--- src/interleaved_capture_pkg.sv ---
package interleaved_capture_pkg;

    // Register byte offsets
    localparam logic [7:0] CTRL_OFFSET = 8'h00;
    localparam logic [7:0] DEST_BASE_OFFSET = 8'h04;
    localparam logic [7:0] STATUS_OFFSET = 8'h08;
    localparam logic [7:0] MASK_OFFSET = 8'h0C;
    localparam logic [7:0] COUNT0_OFFSET = 8'h10;
    localparam logic [7:0] COUNT1_OFFSET = 8'h14;

    // Control fields
    localparam int CTRL_ENABLE_BIT = 0;

    // Reset values
    localparam logic [31:0] CTRL_RESET = 32'h0000_0000;
    localparam logic [31:0] DEST_BASE_RESET = 32'h0000_0000;
    localparam logic [1:0] STATUS_RESET = 2'h0;
    localparam logic [1:0] MASK_RESET = 2'h0;

    // Converter result format
    localparam int RESULT_BITS = 12;
    localparam int SAMPLE_BITS = 16;
    localparam logic [3:0] INPUT_CHANNEL = 4'h0;

    // Transfer shape
    localparam int SAMPLE_BYTES = 2;
    localparam int DEST_STEP = 4;
    localparam int XFER_COUNT = 512;
    localparam int BLOCK_COUNT = 2;
    localparam int SOURCE_BUF_SIZE = 2;

    typedef enum logic [1:0] {
        ARB_IDLE = 2'b00,
        ARB_CH0 = 2'b01,
        ARB_CH1 = 2'b10
    } arb_e;

    typedef struct packed {
        logic [31:0] addr;
        logic [SAMPLE_BITS-1:0] data;
    } mem_wr_s;

    typedef struct packed {
        logic [7:0] addr;
        logic [31:0] wdata;
        logic wr;
        logic rd;
    } reg_req_s;

endpackage

--- src/interleaved_adc_dma_capture.sv ---
// Chosen here: strobed register access and the placing of the registers.
`timescale 1ns/1ps
module interleaved_adc_dma_capture #(
    parameter int XFERS = interleaved_capture_pkg::XFER_COUNT,
    parameter int BLOCKS = interleaved_capture_pkg::BLOCK_COUNT
) (
    // Clock and reset
    input wire logic mclk,
    input wire logic rst_n,
    // Register port
    input wire logic [7:0] reg_addr,
    input wire logic [31:0] reg_wdata,
    input wire logic reg_wr,
    input wire logic reg_rd,
    output logic [31:0] reg_rdata,
    // Timer events
    input wire logic tmr_compare_a,
    input wire logic tmr_overflow,
    // Converter units, index 0 and 1
    output logic [1:0] conv_start,
    output logic [3:0] conv_channel,
    input wire logic [1:0] conv_scan_end,
    input wire logic [2*interleaved_capture_pkg::RESULT_BITS-1:0] conv_result,
    // Buffer memory write
    output logic mem_valid,
    output interleaved_capture_pkg::mem_wr_s mem_wr,
    // Interrupt
    output logic irq
);

    localparam int CW = $clog2(XFERS + 1);
    localparam int BW = $clog2(BLOCKS + 1);
    localparam int RB = interleaved_capture_pkg::RESULT_BITS;
    localparam int SB = interleaved_capture_pkg::SAMPLE_BITS;

    interleaved_capture_pkg::reg_req_s req;
    interleaved_capture_pkg::arb_e arb_reg;
    interleaved_capture_pkg::arb_e arb_next;
    logic enable_reg;
    logic [31:0] base_reg;
    logic [1:0] status_reg;
    logic [1:0] mask_reg;
    logic [31:0] reg_rdata_next;
    logic [1:0] trig;
    logic [1:0] busy_reg;
    logic [1:0] pend_reg;
    logic [1:0] grant;
    logic [1:0] done;
    logic [1:0] end_evt;
    logic [SB-1:0] res_reg [2];
    logic [31:0] dest_reg [2];
    logic [CW-1:0] cnt_reg [2];
    logic [BW-1:0] blk_reg [2];
    interleaved_capture_pkg::mem_wr_s mem_wr_next;

    assign req = '{addr: reg_addr, wdata: reg_wdata, wr: reg_wr, rd: reg_rd};

    // Register writes
    always_ff @(posedge mclk) begin
        if (!rst_n) begin
            enable_reg <= interleaved_capture_pkg::CTRL_RESET[0];
            base_reg <= interleaved_capture_pkg::DEST_BASE_RESET;
            mask_reg <= interleaved_capture_pkg::MASK_RESET;
        end else if (req.wr) begin
            if (req.addr == interleaved_capture_pkg::CTRL_OFFSET) begin
                enable_reg <= req.wdata[interleaved_capture_pkg::CTRL_ENABLE_BIT];
            end
            if (req.addr == interleaved_capture_pkg::DEST_BASE_OFFSET) begin
                base_reg <= req.wdata;
            end
            if (req.addr == interleaved_capture_pkg::MASK_OFFSET) begin
                mask_reg <= req.wdata[1:0];
            end
        end
    end

    // Sticky end events; a set in the clear cycle survives
    always_ff @(posedge mclk) begin
        if (!rst_n) begin
            status_reg <= interleaved_capture_pkg::STATUS_RESET;
        end else begin
            status_reg <= (status_reg & ~((req.wr
                && req.addr == interleaved_capture_pkg::STATUS_OFFSET)
                ? req.wdata[1:0] : 2'h0)) | end_evt;
        end
    end

    // Mask gates only the interrupt, never the transfer trigger
    assign irq = |(status_reg & mask_reg);

    // Register reads
    always_comb begin
        reg_rdata_next = 32'h0000_0000;
        unique case (req.addr)
            interleaved_capture_pkg::CTRL_OFFSET: reg_rdata_next = {31'h0, enable_reg};
            interleaved_capture_pkg::DEST_BASE_OFFSET: reg_rdata_next = base_reg;
            interleaved_capture_pkg::STATUS_OFFSET: reg_rdata_next = {30'h0, status_reg};
            interleaved_capture_pkg::MASK_OFFSET: reg_rdata_next = {30'h0, mask_reg};
            interleaved_capture_pkg::COUNT0_OFFSET:
                reg_rdata_next = 32'(cnt_reg[0]);
            interleaved_capture_pkg::COUNT1_OFFSET:
                reg_rdata_next = 32'(cnt_reg[1]);
            default: reg_rdata_next = 32'h0000_0000;
        endcase
    end

    always_ff @(posedge mclk) begin
        if (!rst_n) begin
            reg_rdata <= 32'h0000_0000;
        end else begin
            reg_rdata <= req.rd ? reg_rdata_next : 32'h0000_0000;
        end
    end

    // Unit zero on half cycle, unit one on full cycle
    assign trig = {tmr_overflow, tmr_compare_a};
    assign conv_channel = interleaved_capture_pkg::INPUT_CHANNEL;

    // Transfer arbiter: channel zero first
    always_comb begin
        arb_next = interleaved_capture_pkg::ARB_IDLE;
        unique case (arb_reg)
            interleaved_capture_pkg::ARB_IDLE: begin
                if (pend_reg[0]) begin
                    arb_next = interleaved_capture_pkg::ARB_CH0;
                end else if (pend_reg[1]) begin
                    arb_next = interleaved_capture_pkg::ARB_CH1;
                end
            end
            interleaved_capture_pkg::ARB_CH0: arb_next = interleaved_capture_pkg::ARB_IDLE;
            interleaved_capture_pkg::ARB_CH1: arb_next = interleaved_capture_pkg::ARB_IDLE;
            default: arb_next = interleaved_capture_pkg::ARB_IDLE;
        endcase
    end

    always_ff @(posedge mclk) begin
        if (!rst_n) begin
            arb_reg <= interleaved_capture_pkg::ARB_IDLE;
        end else begin
            arb_reg <= arb_next;
        end
    end

    assign grant = {arb_next == interleaved_capture_pkg::ARB_CH1
                    && arb_reg == interleaved_capture_pkg::ARB_IDLE,
                    arb_next == interleaved_capture_pkg::ARB_CH0
                    && arb_reg == interleaved_capture_pkg::ARB_IDLE};
    assign done = {arb_reg == interleaved_capture_pkg::ARB_CH1,
                   arb_reg == interleaved_capture_pkg::ARB_CH0};

    // Write beat stands one cycle; sample and address are captured at grant
    always_comb begin
        mem_wr_next = mem_wr;
        if (grant[0]) begin
            mem_wr_next = '{addr: dest_reg[0], data: res_reg[0]};
        end else if (grant[1]) begin
            mem_wr_next = '{addr: dest_reg[1], data: res_reg[1]};
        end
    end

    always_ff @(posedge mclk) begin
        if (!rst_n) begin
            mem_wr <= '0;
        end else begin
            mem_wr <= mem_wr_next;
        end
    end

    assign mem_valid = |done;

    generate
        for (genvar i = 0; i < 2; i++) begin : g_chan
            // No double trigger: a trigger during a scan is dropped
            assign conv_start[i] = enable_reg && trig[i] && !busy_reg[i];

            always_ff @(posedge mclk) begin
                if (!rst_n) begin
                    busy_reg[i] <= 1'b0;
                end else if (conv_start[i]) begin
                    busy_reg[i] <= 1'b1;
                end else if (conv_scan_end[i]) begin
                    busy_reg[i] <= 1'b0;
                end
            end

            // Fixed source; cleared once the channel has read it
            always_ff @(posedge mclk) begin
                if (!rst_n) begin
                    res_reg[i] <= '0;
                end else if (conv_scan_end[i]) begin
                    res_reg[i] <= {{(SB-RB){1'b0}}, conv_result[i*RB +: RB]};
                end else if (grant[i]) begin
                    res_reg[i] <= '0;
                end
            end

            // Scan end requests a transfer; a new request beats the grant
            always_ff @(posedge mclk) begin
                if (!rst_n) begin
                    pend_reg[i] <= 1'b0;
                end else if (conv_scan_end[i]) begin
                    pend_reg[i] <= 1'b1;
                end else if (grant[i]) begin
                    pend_reg[i] <= 1'b0;
                end
            end

            // Destination step, repeat and block counting
            always_ff @(posedge mclk) begin
                if (!rst_n || !enable_reg) begin
                    dest_reg[i] <= base_reg + 32'(i * interleaved_capture_pkg::SAMPLE_BYTES);
                    cnt_reg[i] <= CW'(XFERS);
                    blk_reg[i] <= BW'(BLOCKS);
                end else if (done[i]) begin
                    if (cnt_reg[i] == CW'(1)) begin
                        cnt_reg[i] <= CW'(XFERS);
                        if (blk_reg[i] == BW'(1)) begin
                            blk_reg[i] <= BW'(BLOCKS);
                            dest_reg[i] <= base_reg
                                + 32'(i * interleaved_capture_pkg::SAMPLE_BYTES);
                        end else begin
                            blk_reg[i] <= blk_reg[i] - BW'(1);
                            dest_reg[i] <= dest_reg[i]
                                + 32'(interleaved_capture_pkg::DEST_STEP);
                        end
                    end else begin
                        cnt_reg[i] <= cnt_reg[i] - CW'(1);
                        dest_reg[i] <= dest_reg[i]
                            + 32'(interleaved_capture_pkg::DEST_STEP);
                    end
                end
            end

            assign end_evt[i] = done[i] && cnt_reg[i] == CW'(1);
        end
    endgenerate

    // Checks
    a_start_on_overflow: assert property (@(posedge mclk) disable iff (!rst_n)
        (enable_reg && tmr_overflow && !busy_reg[1]) |-> conv_start[1])
        else $error("unit one did not start on overflow");

    a_start_on_compare: assert property (@(posedge mclk) disable iff (!rst_n)
        conv_start[0] |-> tmr_compare_a && enable_reg)
        else $error("unit zero started without compare match");

    a_no_double_trig: assert property (@(posedge mclk) disable iff (!rst_n)
        busy_reg[1] |-> !conv_start[1])
        else $error("unit one retriggered during scan");

    a_scan_to_write: assert property (@(posedge mclk) disable iff (!rst_n)
        ($rose(pend_reg[1]) && !pend_reg[0] && arb_reg == interleaved_capture_pkg::ARB_IDLE)
        |-> ##1 (mem_valid && done[1]))
        else $error("channel one write not issued");

    a_ch0_priority: assert property (@(posedge mclk) disable iff (!rst_n)
        (arb_reg == interleaved_capture_pkg::ARB_IDLE && pend_reg[0] && pend_reg[1])
        |=> done[0] ##2 done[1])
        else $error("channel zero lost arbitration");

    a_dest_step: assert property (@(posedge mclk) disable iff (!rst_n || !enable_reg)
        (done[0] && cnt_reg[0] != CW'(1)) |=> dest_reg[0] == $past(dest_reg[0]) + 32'h4)
        else $error("destination did not advance by four");

    a_interleave_addr: assert property (@(posedge mclk) disable iff (!rst_n)
        $rose(enable_reg) |-> dest_reg[1] == dest_reg[0] + 32'h2)
        else $error("channel one not one sample after channel zero");

    a_clear_after_read: assert property (@(posedge mclk) disable iff (!rst_n)
        (grant[1] && !conv_scan_end[1]) |=> res_reg[1] == '0 && mem_wr.data == $past(res_reg[1]))
        else $error("result not moved then cleared");

    a_end_irq: assert property (@(posedge mclk) disable iff (!rst_n)
        end_evt[0] |=> status_reg[0] && cnt_reg[0] == CW'(XFERS))
        else $error("end event not flagged on reload");

    a_irq_mask: assert property (@(posedge mclk) disable iff (!rst_n)
        (conv_scan_end[0] && mask_reg == 2'h0
            && !(req.wr && req.addr == interleaved_capture_pkg::MASK_OFFSET))
        |=> pend_reg[0] && !irq)
        else $error("scan end blocked or irq leaked");

    a_dest_step_one: assert property (@(posedge mclk) disable iff (!rst_n || !enable_reg)
        (done[1] && cnt_reg[1] != CW'(1)) |=> dest_reg[1] == $past(dest_reg[1]) + 32'h4)
        else $error("channel one destination did not advance by four");

    a_wrap_zero: assert property (@(posedge mclk) disable iff (!rst_n || !enable_reg)
        (done[0] && cnt_reg[0] == CW'(1) && blk_reg[0] == BW'(1))
        |=> dest_reg[0] == $past(base_reg))
        else $error("channel zero did not return to base");

    a_wrap_one: assert property (@(posedge mclk) disable iff (!rst_n || !enable_reg)
        (done[1] && cnt_reg[1] == CW'(1) && blk_reg[1] == BW'(1))
        |=> dest_reg[1] == $past(base_reg) + 32'h2)
        else $error("channel one did not return to base plus one sample");

    a_block_step: assert property (@(posedge mclk) disable iff (!rst_n || !enable_reg)
        (done[0] && cnt_reg[0] == CW'(1) && blk_reg[0] != BW'(1))
        |=> blk_reg[0] == $past(blk_reg[0]) - BW'(1)
            && dest_reg[0] == $past(dest_reg[0]) + 32'h4)
        else $error("block count or destination wrong at repeat end");

    a_count_down: assert property (@(posedge mclk) disable iff (!rst_n || !enable_reg)
        (done[1] && cnt_reg[1] != CW'(1)) |=> cnt_reg[1] == $past(cnt_reg[1]) - CW'(1))
        else $error("channel one count did not step down");

    a_status_w1c: assert property (@(posedge mclk) disable iff (!rst_n)
        (req.wr && req.addr == interleaved_capture_pkg::STATUS_OFFSET
            && req.wdata[0] && !end_evt[0])
        |=> !status_reg[0])
        else $error("status bit not cleared by write one");

    a_status_sticky: assert property (@(posedge mclk) disable iff (!rst_n)
        (status_reg[1] && !(req.wr && req.addr == interleaved_capture_pkg::STATUS_OFFSET
            && req.wdata[1]))
        |=> status_reg[1])
        else $error("status bit lost without clear");

    a_end_irq_one: assert property (@(posedge mclk) disable iff (!rst_n)
        end_evt[1] |=> status_reg[1])
        else $error("channel one end event not flagged");

    a_beat_gap: assert property (@(posedge mclk) disable iff (!rst_n)
        mem_valid |=> !mem_valid)
        else $error("write beats back to back");

    a_disabled_quiet: assert property (@(posedge mclk) disable iff (!rst_n)
        !enable_reg |-> conv_start == 2'h0)
        else $error("converter started while disabled");

    a_busy_release: assert property (@(posedge mclk) disable iff (!rst_n)
        (busy_reg[1] && conv_scan_end[1]) |=> !busy_reg[1])
        else $error("unit one still busy after scan end");

    a_no_double_zero: assert property (@(posedge mclk) disable iff (!rst_n)
        busy_reg[0] |-> !conv_start[0])
        else $error("unit zero retriggered during scan");

    a_ch0_write: assert property (@(posedge mclk) disable iff (!rst_n)
        ($rose(pend_reg[0]) && arb_reg == interleaved_capture_pkg::ARB_IDLE)
        |-> ##1 (mem_valid && done[0]))
        else $error("channel zero write not issued");

    a_source_fixed: assert property (@(posedge mclk) disable iff (!rst_n)
        grant[0] |=> mem_wr.data == $past(res_reg[0]) && mem_wr.addr == $past(dest_reg[0]))
        else $error("channel zero beat carries wrong sample or address");

endmodule // interleaved_adc_dma_capture

--- config.mk ---
export PLATFORM = sky130hd
export DESIGN_NAME = interleaved_adc_dma_capture
export DESIGN_NICKNAME = d
export VERILOG_FILES = /design/src/interleaved_capture_pkg.sv /design/src/interleaved_adc_dma_capture.sv
export SDC_FILE = /design/constraint.sdc
export NUM_CORES = 1
export LEC_CHECK = 0
export ABC_AREA = 1
export BUFFER_PORTS_ARGS = -buffer_cell sky130_fd_sc_hd__buf_2
export CORE_ASPECT_RATIO = 0.5
export CORE_MARGIN = 3
export CORE_UTILIZATION = 53
export DETAILED_ROUTE_END_ITERATION = 10
export PLACE_DENSITY_LB_ADDON = 0.08
export SLEW_MARGIN = 0
export SYNTH_ARGS = -nofsm -noshare
export SYNTH_HDL_FRONTEND = slang
export SYNTH_SLANG_ARGS = --single-unit
--- constraint.sdc ---
create_clock -name mclk -period 2.08 [get_ports mclk]
set_input_delay 0.416 -clock mclk [delete_from_list [all_inputs] [get_ports mclk]]
set_output_delay 0.416 -clock mclk [all_outputs]
set_load 0.05 [all_outputs]
==> impl_metrics.json, run 1 <==
{
  "p_seq_share_pct": 48.5,
  "cp_cell_sequence": "inv_1, ha_1, buf_4",
  "avgSynthCellArea_sq_um": 7.72,
  "synthDistinctLibCells": 44,
  "max_freq_ghz": 0.481,
  "gp_congestion": 0.979,
  "antenna_found_initial": 0,
  "criticalPathCategory": "reg -> out",
  "cpLargestDelayFamily": "adder cells",
  "cp_slowest_cell": "ha_1",
  "viasPerCell": 5.62,
  "grt_pass1_vias": 10901,
  "hold_path_depth": 3,
  "tightest_slew_ns": 0.669,
  "drtIter0Drc": 1589,
  "cp.required_ns": 1.66,
  "end_kind": "output port",
  "synth_seq_cells": 231,
  "n_antenna_cell": 0,
  "grt_pass1_wl_microns": 62500,
  "max_stage_delay_ns": 0.47,
  "reg2reg_depth": 10,
  "nets": 1852,
  "clockRootBuffer": "clkbuf_16",
  "initial_core_util_pct": 55.4,
  "io_pins": 160,
  "wirelength_microns": 41000,
  "fin_skew_ns": 0.00997,
  "worstHoldPathType": "in -> reg",
  "report.power.total_mw": 10.2,
  "synth_warnings": 0,
  "drive_gt1_share_pct": 18.9,
  "numPortBuffers": 151,
  "cts_tree": "done",
  "switching_share_pct": 26.2,
  "cp.arrival_ns": 1.66,
  "globalRouteTotalUtil_pct": 32.0,
  "ir_drop_mv": 0.682,
  "relSlewSlack_pct": 55.3,
  "cp_max_fo": 2,
  "hpwlAfterDp_microns": 31800,
  "core_area_sq_mm": 0.0223,
  "async_flop_share_pct": 0,
  "overflow": 0,
  "drt.antenna.violating_nets": 0,
  "hold_buffers": 0,
  "setup_viol": 0,
  "pwr-share-clk_pct": 41.0,
  "worst-path-buf-inv": 2,
  "clock_latency_ns": 0.51,
  "p_leak_nw": 6.17,
  "ctsHtreeMaxLevel": 1,
  "drc_errors": 0,
  "grt_max_degree": 82,
  "avgRoutedWirePerCell_microns": 19.7,
  "slew_viol_final": 0,
  "area_growth_pct": 16.8,
  "clock_path_buffers": 3,
  "rrSetupSlack_ns": 0.08,
  "clkTransAtPathRegs_ns": 0.08,
  "combPwrFrac_pct": 10.5,
  "die_w_microns": 222,
  "synthCells": 1597,
  "first_pass_iters": 5,
  "dp.cells": 2042,
  "dr_total_vias": 11703,
  "cts.sinks": 231,
  "maxCapViolCount": 0,
  "syn_area_sq_mm": 0.0123,
  "min_from": "conv_scan_end[0]",
  "p_sw_mw": 2.68,
  "p_per_area_mw_per_mm2": 711,
  "synth-main-ff-cell": "dfxtp_1",
  "min_period_ns": 2.08,
  "synth_edf_count": 112,
  "fin_cells": 2082,
  "r2r-end": "dest_reg[1][26]",
  "die_h_microns": 114,
  "fin_crit_sh_pct": 99.9,
  "intPower_mw": 7.55,
  "ys_seq_area_share_pct": 46.6,
  "outcome": "completed",
  "rsz0062_at_grt": "yes",
  "die-area_sq_mm": 0.0252,
  "largest_reg_flops": 64,
  "fin_util_pct": 64.7,
  "rows": 38,
  "numCtsBuffers": 21,
  "min_to": "pend_reg[0]",
  "cp-start-kind": "flop",
  "r2r-start": "cnt_reg[1][1]",
  "hold_viol": 0
}
[synth_stat cells (2+ instances only)]
library cell,instances,area (sq um)
nor3_2,3,30.0
clkbuf_1,22,82.6
buf_1,2,7.51
buf_4,12,90.1
o21ai_0,97,485
nand2_4,9,101
clkinv_1,2,7.51
edfxtp_1,112,3360
ha_1,12,150
nand2_2,12,75.1
inv_1,159,597
nor3_1,37,185
a21oi_1,77,385
nand2_1,376,1410
nand3b_1,11,82.6
nand4_1,15,93.8
nor2_2,16,100
or2_2,4,25.0
nand3_1,71,355
o21bai_1,2,15.0
or3_1,2,12.5
xor2_1,29,254
nand3_2,11,110
nor2_4,11,124
o21ai_2,8,70.1
xnor2_1,6,52.6
inv_2,17,63.8
buf_6,12,135
buf_2,10,50.1
o21ai_1,58,290
nor2_1,226,848
dfxtp_1,119,2380
a211oi_1,7,52.6
o211ai_1,3,22.5
a31oi_1,18,113
[layout make-up]
| type | count | area [sq um] |
|---|---|---|
| clock buffers | 30 | 641 |
| fillers | 1987 | 7850 |
| well taps | 300 | 375 |
| repair buffers | 199 | 1240 |
| clock inverters | 7 | 92.6 |
| multi-input cells | 1136 | 5630 |
| flip-flops and latches | 231 | 5750 |
| inverters | 179 | 673 |
[per-stage QoR]
stage	hold slack, ns	TNS (ns)	instance area, sq um	worst slack, ns
2_1_floorplan	0.430	0	12400	0.0261
6_report	0.168	0	14400	0.00190
3_5_place_dp	0.460	0	13600	0.0459
3_3_place_gp	0.455	0	13600	0.124
5_1_grt	0.170	-0.0378	14400	-0.0197
4_1_cts	0.156	0	14300	0.0176
[what timing repair did]
item,CTS,global route
setup buffers,0,2
gates cloned,0,1
endpoints found under the setup margin,1,18
resized for setup,1,14
pin swaps,0,2
[worst reg2reg max path: cells and delay by family (launching register included)]
| family | cells | cell delay, ns |
|---|---|---|
| compound gates | 1 | 0.23 |
| fa+ha+maj | 1 | 0.15 |
| buf+inv | 3 | 0.34 |
| flops | 1 | 0.39 |
| simple gates | 5 | 0.65 |
[metal layers]
metal  vias to the layer above  wire length (microns)  track usage (%)
met1                      5501                  18800             48.0
met3                        43                   4890             8.72
li1                       5547                      -                -
met2                       612                  16700             46.7
met4                         0                    641             5.70
met5                         -                      0                0
[power groups by stage]
stage	Sequential, mW	Clock [mW]	Combinational [mW]
after floorplan	5.39	0	0.384
final	4.96	4.20	1.07
after detailed placement	5.06	0	1.06
after CTS	4.96	4.23	1.06
after global placement	5.05	0	1.04
after global routing	4.98	4.45	1.14
[cells in the final DEF (no fill, tap or decap), types with 37 or more instances in the layout]
cell	count
nor3_1	37
o21ai_0	97
nor2_1	223
nand2_1	375
a21oi_1	77
nand3_1	69
buf_2	149
buf_4	40
dfxtp_1	119
inv_1	159
edfxtp_1	112
o21ai_1	58
[logic make-up (layout without fill, tap and decap cells)]
logic type                 count (synthesis)  in the layout  synth area share [%]
and+or+nand+nor                          807            807                  29.3
AOI/OAI and AO/OA                        274            274                  12.0
buffers and inverters                    237            415                  8.42
DFF                                      231            231                  46.6
xor gates and xnor gates                  35             35                  2.49
adders and majority gates                 12             12                  1.22
other                                      1              8                0.0304
[worst max path at each step]
stage,slack [ns],cells after the start,end,startpoint
after floorplan,0.03,4,cnt_reg[0][0],rst_n
after global placement,0.12,10,dest_reg[1][28],cnt_reg[1][1]
after CTS,0.02,4,conv_start[1],enable_reg
after global routing,-0.02,10,dest_reg[1][26],cnt_reg[1][1]
after detailed placement,0.05,10,dest_reg[1][30],cnt_reg[1][1]
final,0.002,3,mem_valid,arb_reg[0]
Note: power is estimated with default switching activity, not from simulation.
==> run 2: changes to the inputs <==
--- a/config.mk
+++ b/config.mk
@@ -5,11 +5,10 @@
 export SDC_FILE = /design/constraint.sdc
 export NUM_CORES = 1
 export LEC_CHECK = 0
-export ABC_AREA = 1
 export BUFFER_PORTS_ARGS = -buffer_cell sky130_fd_sc_hd__buf_2
 export CORE_ASPECT_RATIO = 0.5
 export CORE_MARGIN = 3
-export CORE_UTILIZATION = 53
+export CORE_UTILIZATION = 52
 export DETAILED_ROUTE_END_ITERATION = 10
 export PLACE_DENSITY_LB_ADDON = 0.08
 export SLEW_MARGIN = 0
==> run 2 against run 1 <==
  * The flow now finishes with violations (setup timing)
  * Synthesized cell count shrank 27%
  * Highest routed layer unchanged
  * Power fell by 1.8%
  * Largest cell class unchanged
  * First-iteration DRC count down 53%
  * Combinational power is 14% lower
  * Maximum frequency is 1.2% lower
==> impl_metrics.json, run 2 <==
{
  "largest_reg_flops": 64,
  "slew_viol_final": 0,
  "clockRootBuffer": "clkbuf_16",
  "synth-main-ff-cell": "dfxtp_1",
  "dr_total_vias": 9570,
  "core_area_sq_mm": 0.0208,
  "n_antenna_cell": 0,
  "cpLargestDelayFamily": "simple AND/OR/NAND/NOR gates",
  "relSlewSlack_pct": 62.2,
  "cp-start-kind": "flop",
  "synthCells": 1163,
  "dp.cells": 1617,
  "max_freq_ghz": 0.475,
  "area_growth_pct": 23.8,
  "cp.required_ns": 2.34,
  "worst-path-buf-inv": 1,
  "grt_max_degree": 57,
  "p_per_area_mw_per_mm2": 725,
  "min_period_ns": 2.10,
  "clock_latency_ns": 0.52,
  "cp_slowest_cell": "or4_4",
  "r2r-end": "dest_reg[0][21]",
  "wirelength_microns": 31700,
  "final_cell_mix": "150 x buf_2, 147 x nand2_1, 125 x nor2_1",
  "cp.arrival_ns": 2.36,
  "yosys-top-cells-area": "edfxtp_1 30%, dfxtp_1 21%, nand2_1 5.0%",
  "rows": 37,
  "worstHoldPathType": "in -> reg",
  "dp_slack_ns": -0.0970,
  "cts.sinks": 231,
  "cp_cell_sequence": "or4_4, and4bb_4, a21oi_4, buf_12, nor2_2, a21oi_1",
  "synth_warnings": 0,
  "antenna_found_initial": 0,
  "final_common_cell": "buf_2",
  "report.power.total_mw": 10.0,
  "tightest_slew_ns": 0.567,
  "fin_crit_sh_pct": 101,
  "initial_core_util_pct": 53.7,
  "rrSetupSlack_ns": -0.02,
  "overflow": 0,
  "numPortBuffers": 151,
  "n_fill_cell": 1692,
  "globalRouteTotalUtil_pct": 26.2,
  "violations": "setup timing",
  "gp_congestion": 0.930,
  "cts_tree": "done",
  "setup_viol": 7,
  "hpwlAfterDp_microns": 22200,
  "nets": 1462,
  "max_stage_delay_ns": 0.55,
  "r2r-start": "cnt_reg[0][3]",
  "first_pass_iters": 5,
  "rsz0062_at_grt": "yes",
  "ir_drop_mv": 0.654,
  "ys_top_cells_by_count": "148 x nand2_1, 139 x nor2_1, 119 x dfxtp_1, 112 x edfxtp_1, 83 x nand3_1",
  "synth_top_cell_area_share_pct": 30.1,
  "ys_seq_area_share_pct": 51.4,
  "grt_pass1_wl_microns": 48100,
  "setup_ws_ns": -0.0234,
  "clkTransAtPathRegs_ns": 0.07,
  "die_w_microns": 213,
  "numCtsBuffers": 21,
  "holdWs_ns": 0.137,
  "drc_errors": 0,
  "synthDistinctLibCells": 60,
  "viasPerCell": 5.75,
  "async_flop_share_pct": 0,
  "end_kind": "flop",
  "cp_max_fo": 13,
  "hold_buffers": 0,
  "drtIter0Drc": 743,
  "synth_top_cell_by_area": "edfxtp_1",
  "setup.worst_path.end": "dest_reg[0][21]",
  "critical_path.startpoint": "cnt_reg[0][3]",
  "maxCapViolCount": 0,
  "hold_viol": 0,
  "clock_path_buffers": 3,
  "io_pins": 160,
  "drive_gt1_share_pct": 25.6,
  "yosysMostFrequentCell": "nand2_1",
  "fin_skew_ns": 0.0188,
  "criticalPathCategory": "reg -> reg",
  "outcome": "complete, but fails checks",
  "synth_edf_count": 112,
  "path_depth": 6,
  "grt_pass1_vias": 9065,
  "syn_area_sq_mm": 0.0112,
  "synth_seq_cells": 231,
  "die_h_microns": 110,
  "avgSynthCellArea_sq_um": 9.62,
  "ctsHtreeMaxLevel": 1,
  "avgRoutedWirePerCell_microns": 19.0,
  "die-area_sq_mm": 0.0234,
  "reg2reg_depth": 6,
  "fin_cells": 1665,
  "drt.antenna.violating_nets": 0,
  "p_leak_nw": 5.70
}
## run 2: logic make-up after synthesis
logic type	count (synthesis)	share of synthesized area [%]
simple gates	537	24.1
flops	231	51.4
compound gates	151	8.82
buf+inv	105	4.16
xor+xnor	98	7.67
mux	28	2.53
fa+ha+maj	12	1.34
other cells	1	0.0335
## run 2: metrics by stage
step | cell area [sq um] | util [%] | setup TNS [ns]
floorplan | 11200 | - | 0
global route | 13900 | 66.5 | -1.44
global placement | 12900 | 61.8 | -0.624
detailed placement | 12900 | 61.8 | -3.30
CTS | 13700 | 65.6 | -0.00565
finish | 13900 | 66.5 | -0.0832
## run 2: what timing repair did
item	CTS	global route
cloned	1	4
resized for setup	7	33
setup endpoints to repair	8	64
setup buffers	2	4
pin swaps	2	6
## run 2: cell type report
class,instances,area (sq um),area share (%)
Clock inverter,13,163,1.17
Tap cell,273,342,2.47
Clock buffer,24,568,4.10
Sequential cell,231,5750,41.5
Inverter,21,78.8,0.569
Multi-Input combinational cell,836,5150,37.2
Timing Repair Buffer,267,1810,13.1
## run 2: worst register-to-register path, stage by stage, from the launching register on
cell,delay [ns]
edfxtp_1,0.40
or4_4,0.55
and4bb_4,0.37
a21oi_4,0.13
buf_12,0.20
nor2_2,0.13
a21oi_1,0.06
## run 2: worst min-delay path by stage
stage | startpoint | to | slack, ns | cells past startpoint
5_1_grt | reg_wdata[10] | base_reg[10] | 0.13 | 3
2_1_floorplan | base_reg[0] | dest_reg[0][0] | 0.44 | 0
6_report | reg_wdata[9] | base_reg[9] | 0.14 | 3
4_1_cts | reg_wdata[9] | base_reg[9] | 0.12 | 3
3_5_place_dp | mem_wr[43] | mem_wr[43] | 0.46 | 2
3_3_place_gp | mem_wr[38] | mem_wr[38] | 0.45 | 2
## run 2: where the power goes
part	internal (mW)	total [mW]	switching, mW
sequential	4.86	4.92	0.0636
clock	2.46	4.20	1.75
combinational	0.247	0.918	0.671
## run 2: layer usage
metal	share of wire [%]	wire, microns	up-vias	GRT usage [%]
li1	-	-	4558	-
met1	46	14400	4647	36.9
met5	0	0	-	0
met3	6.3	1990	60	4.82
met2	46	14600	305	41.9
met4	2.1	658	0	7.11
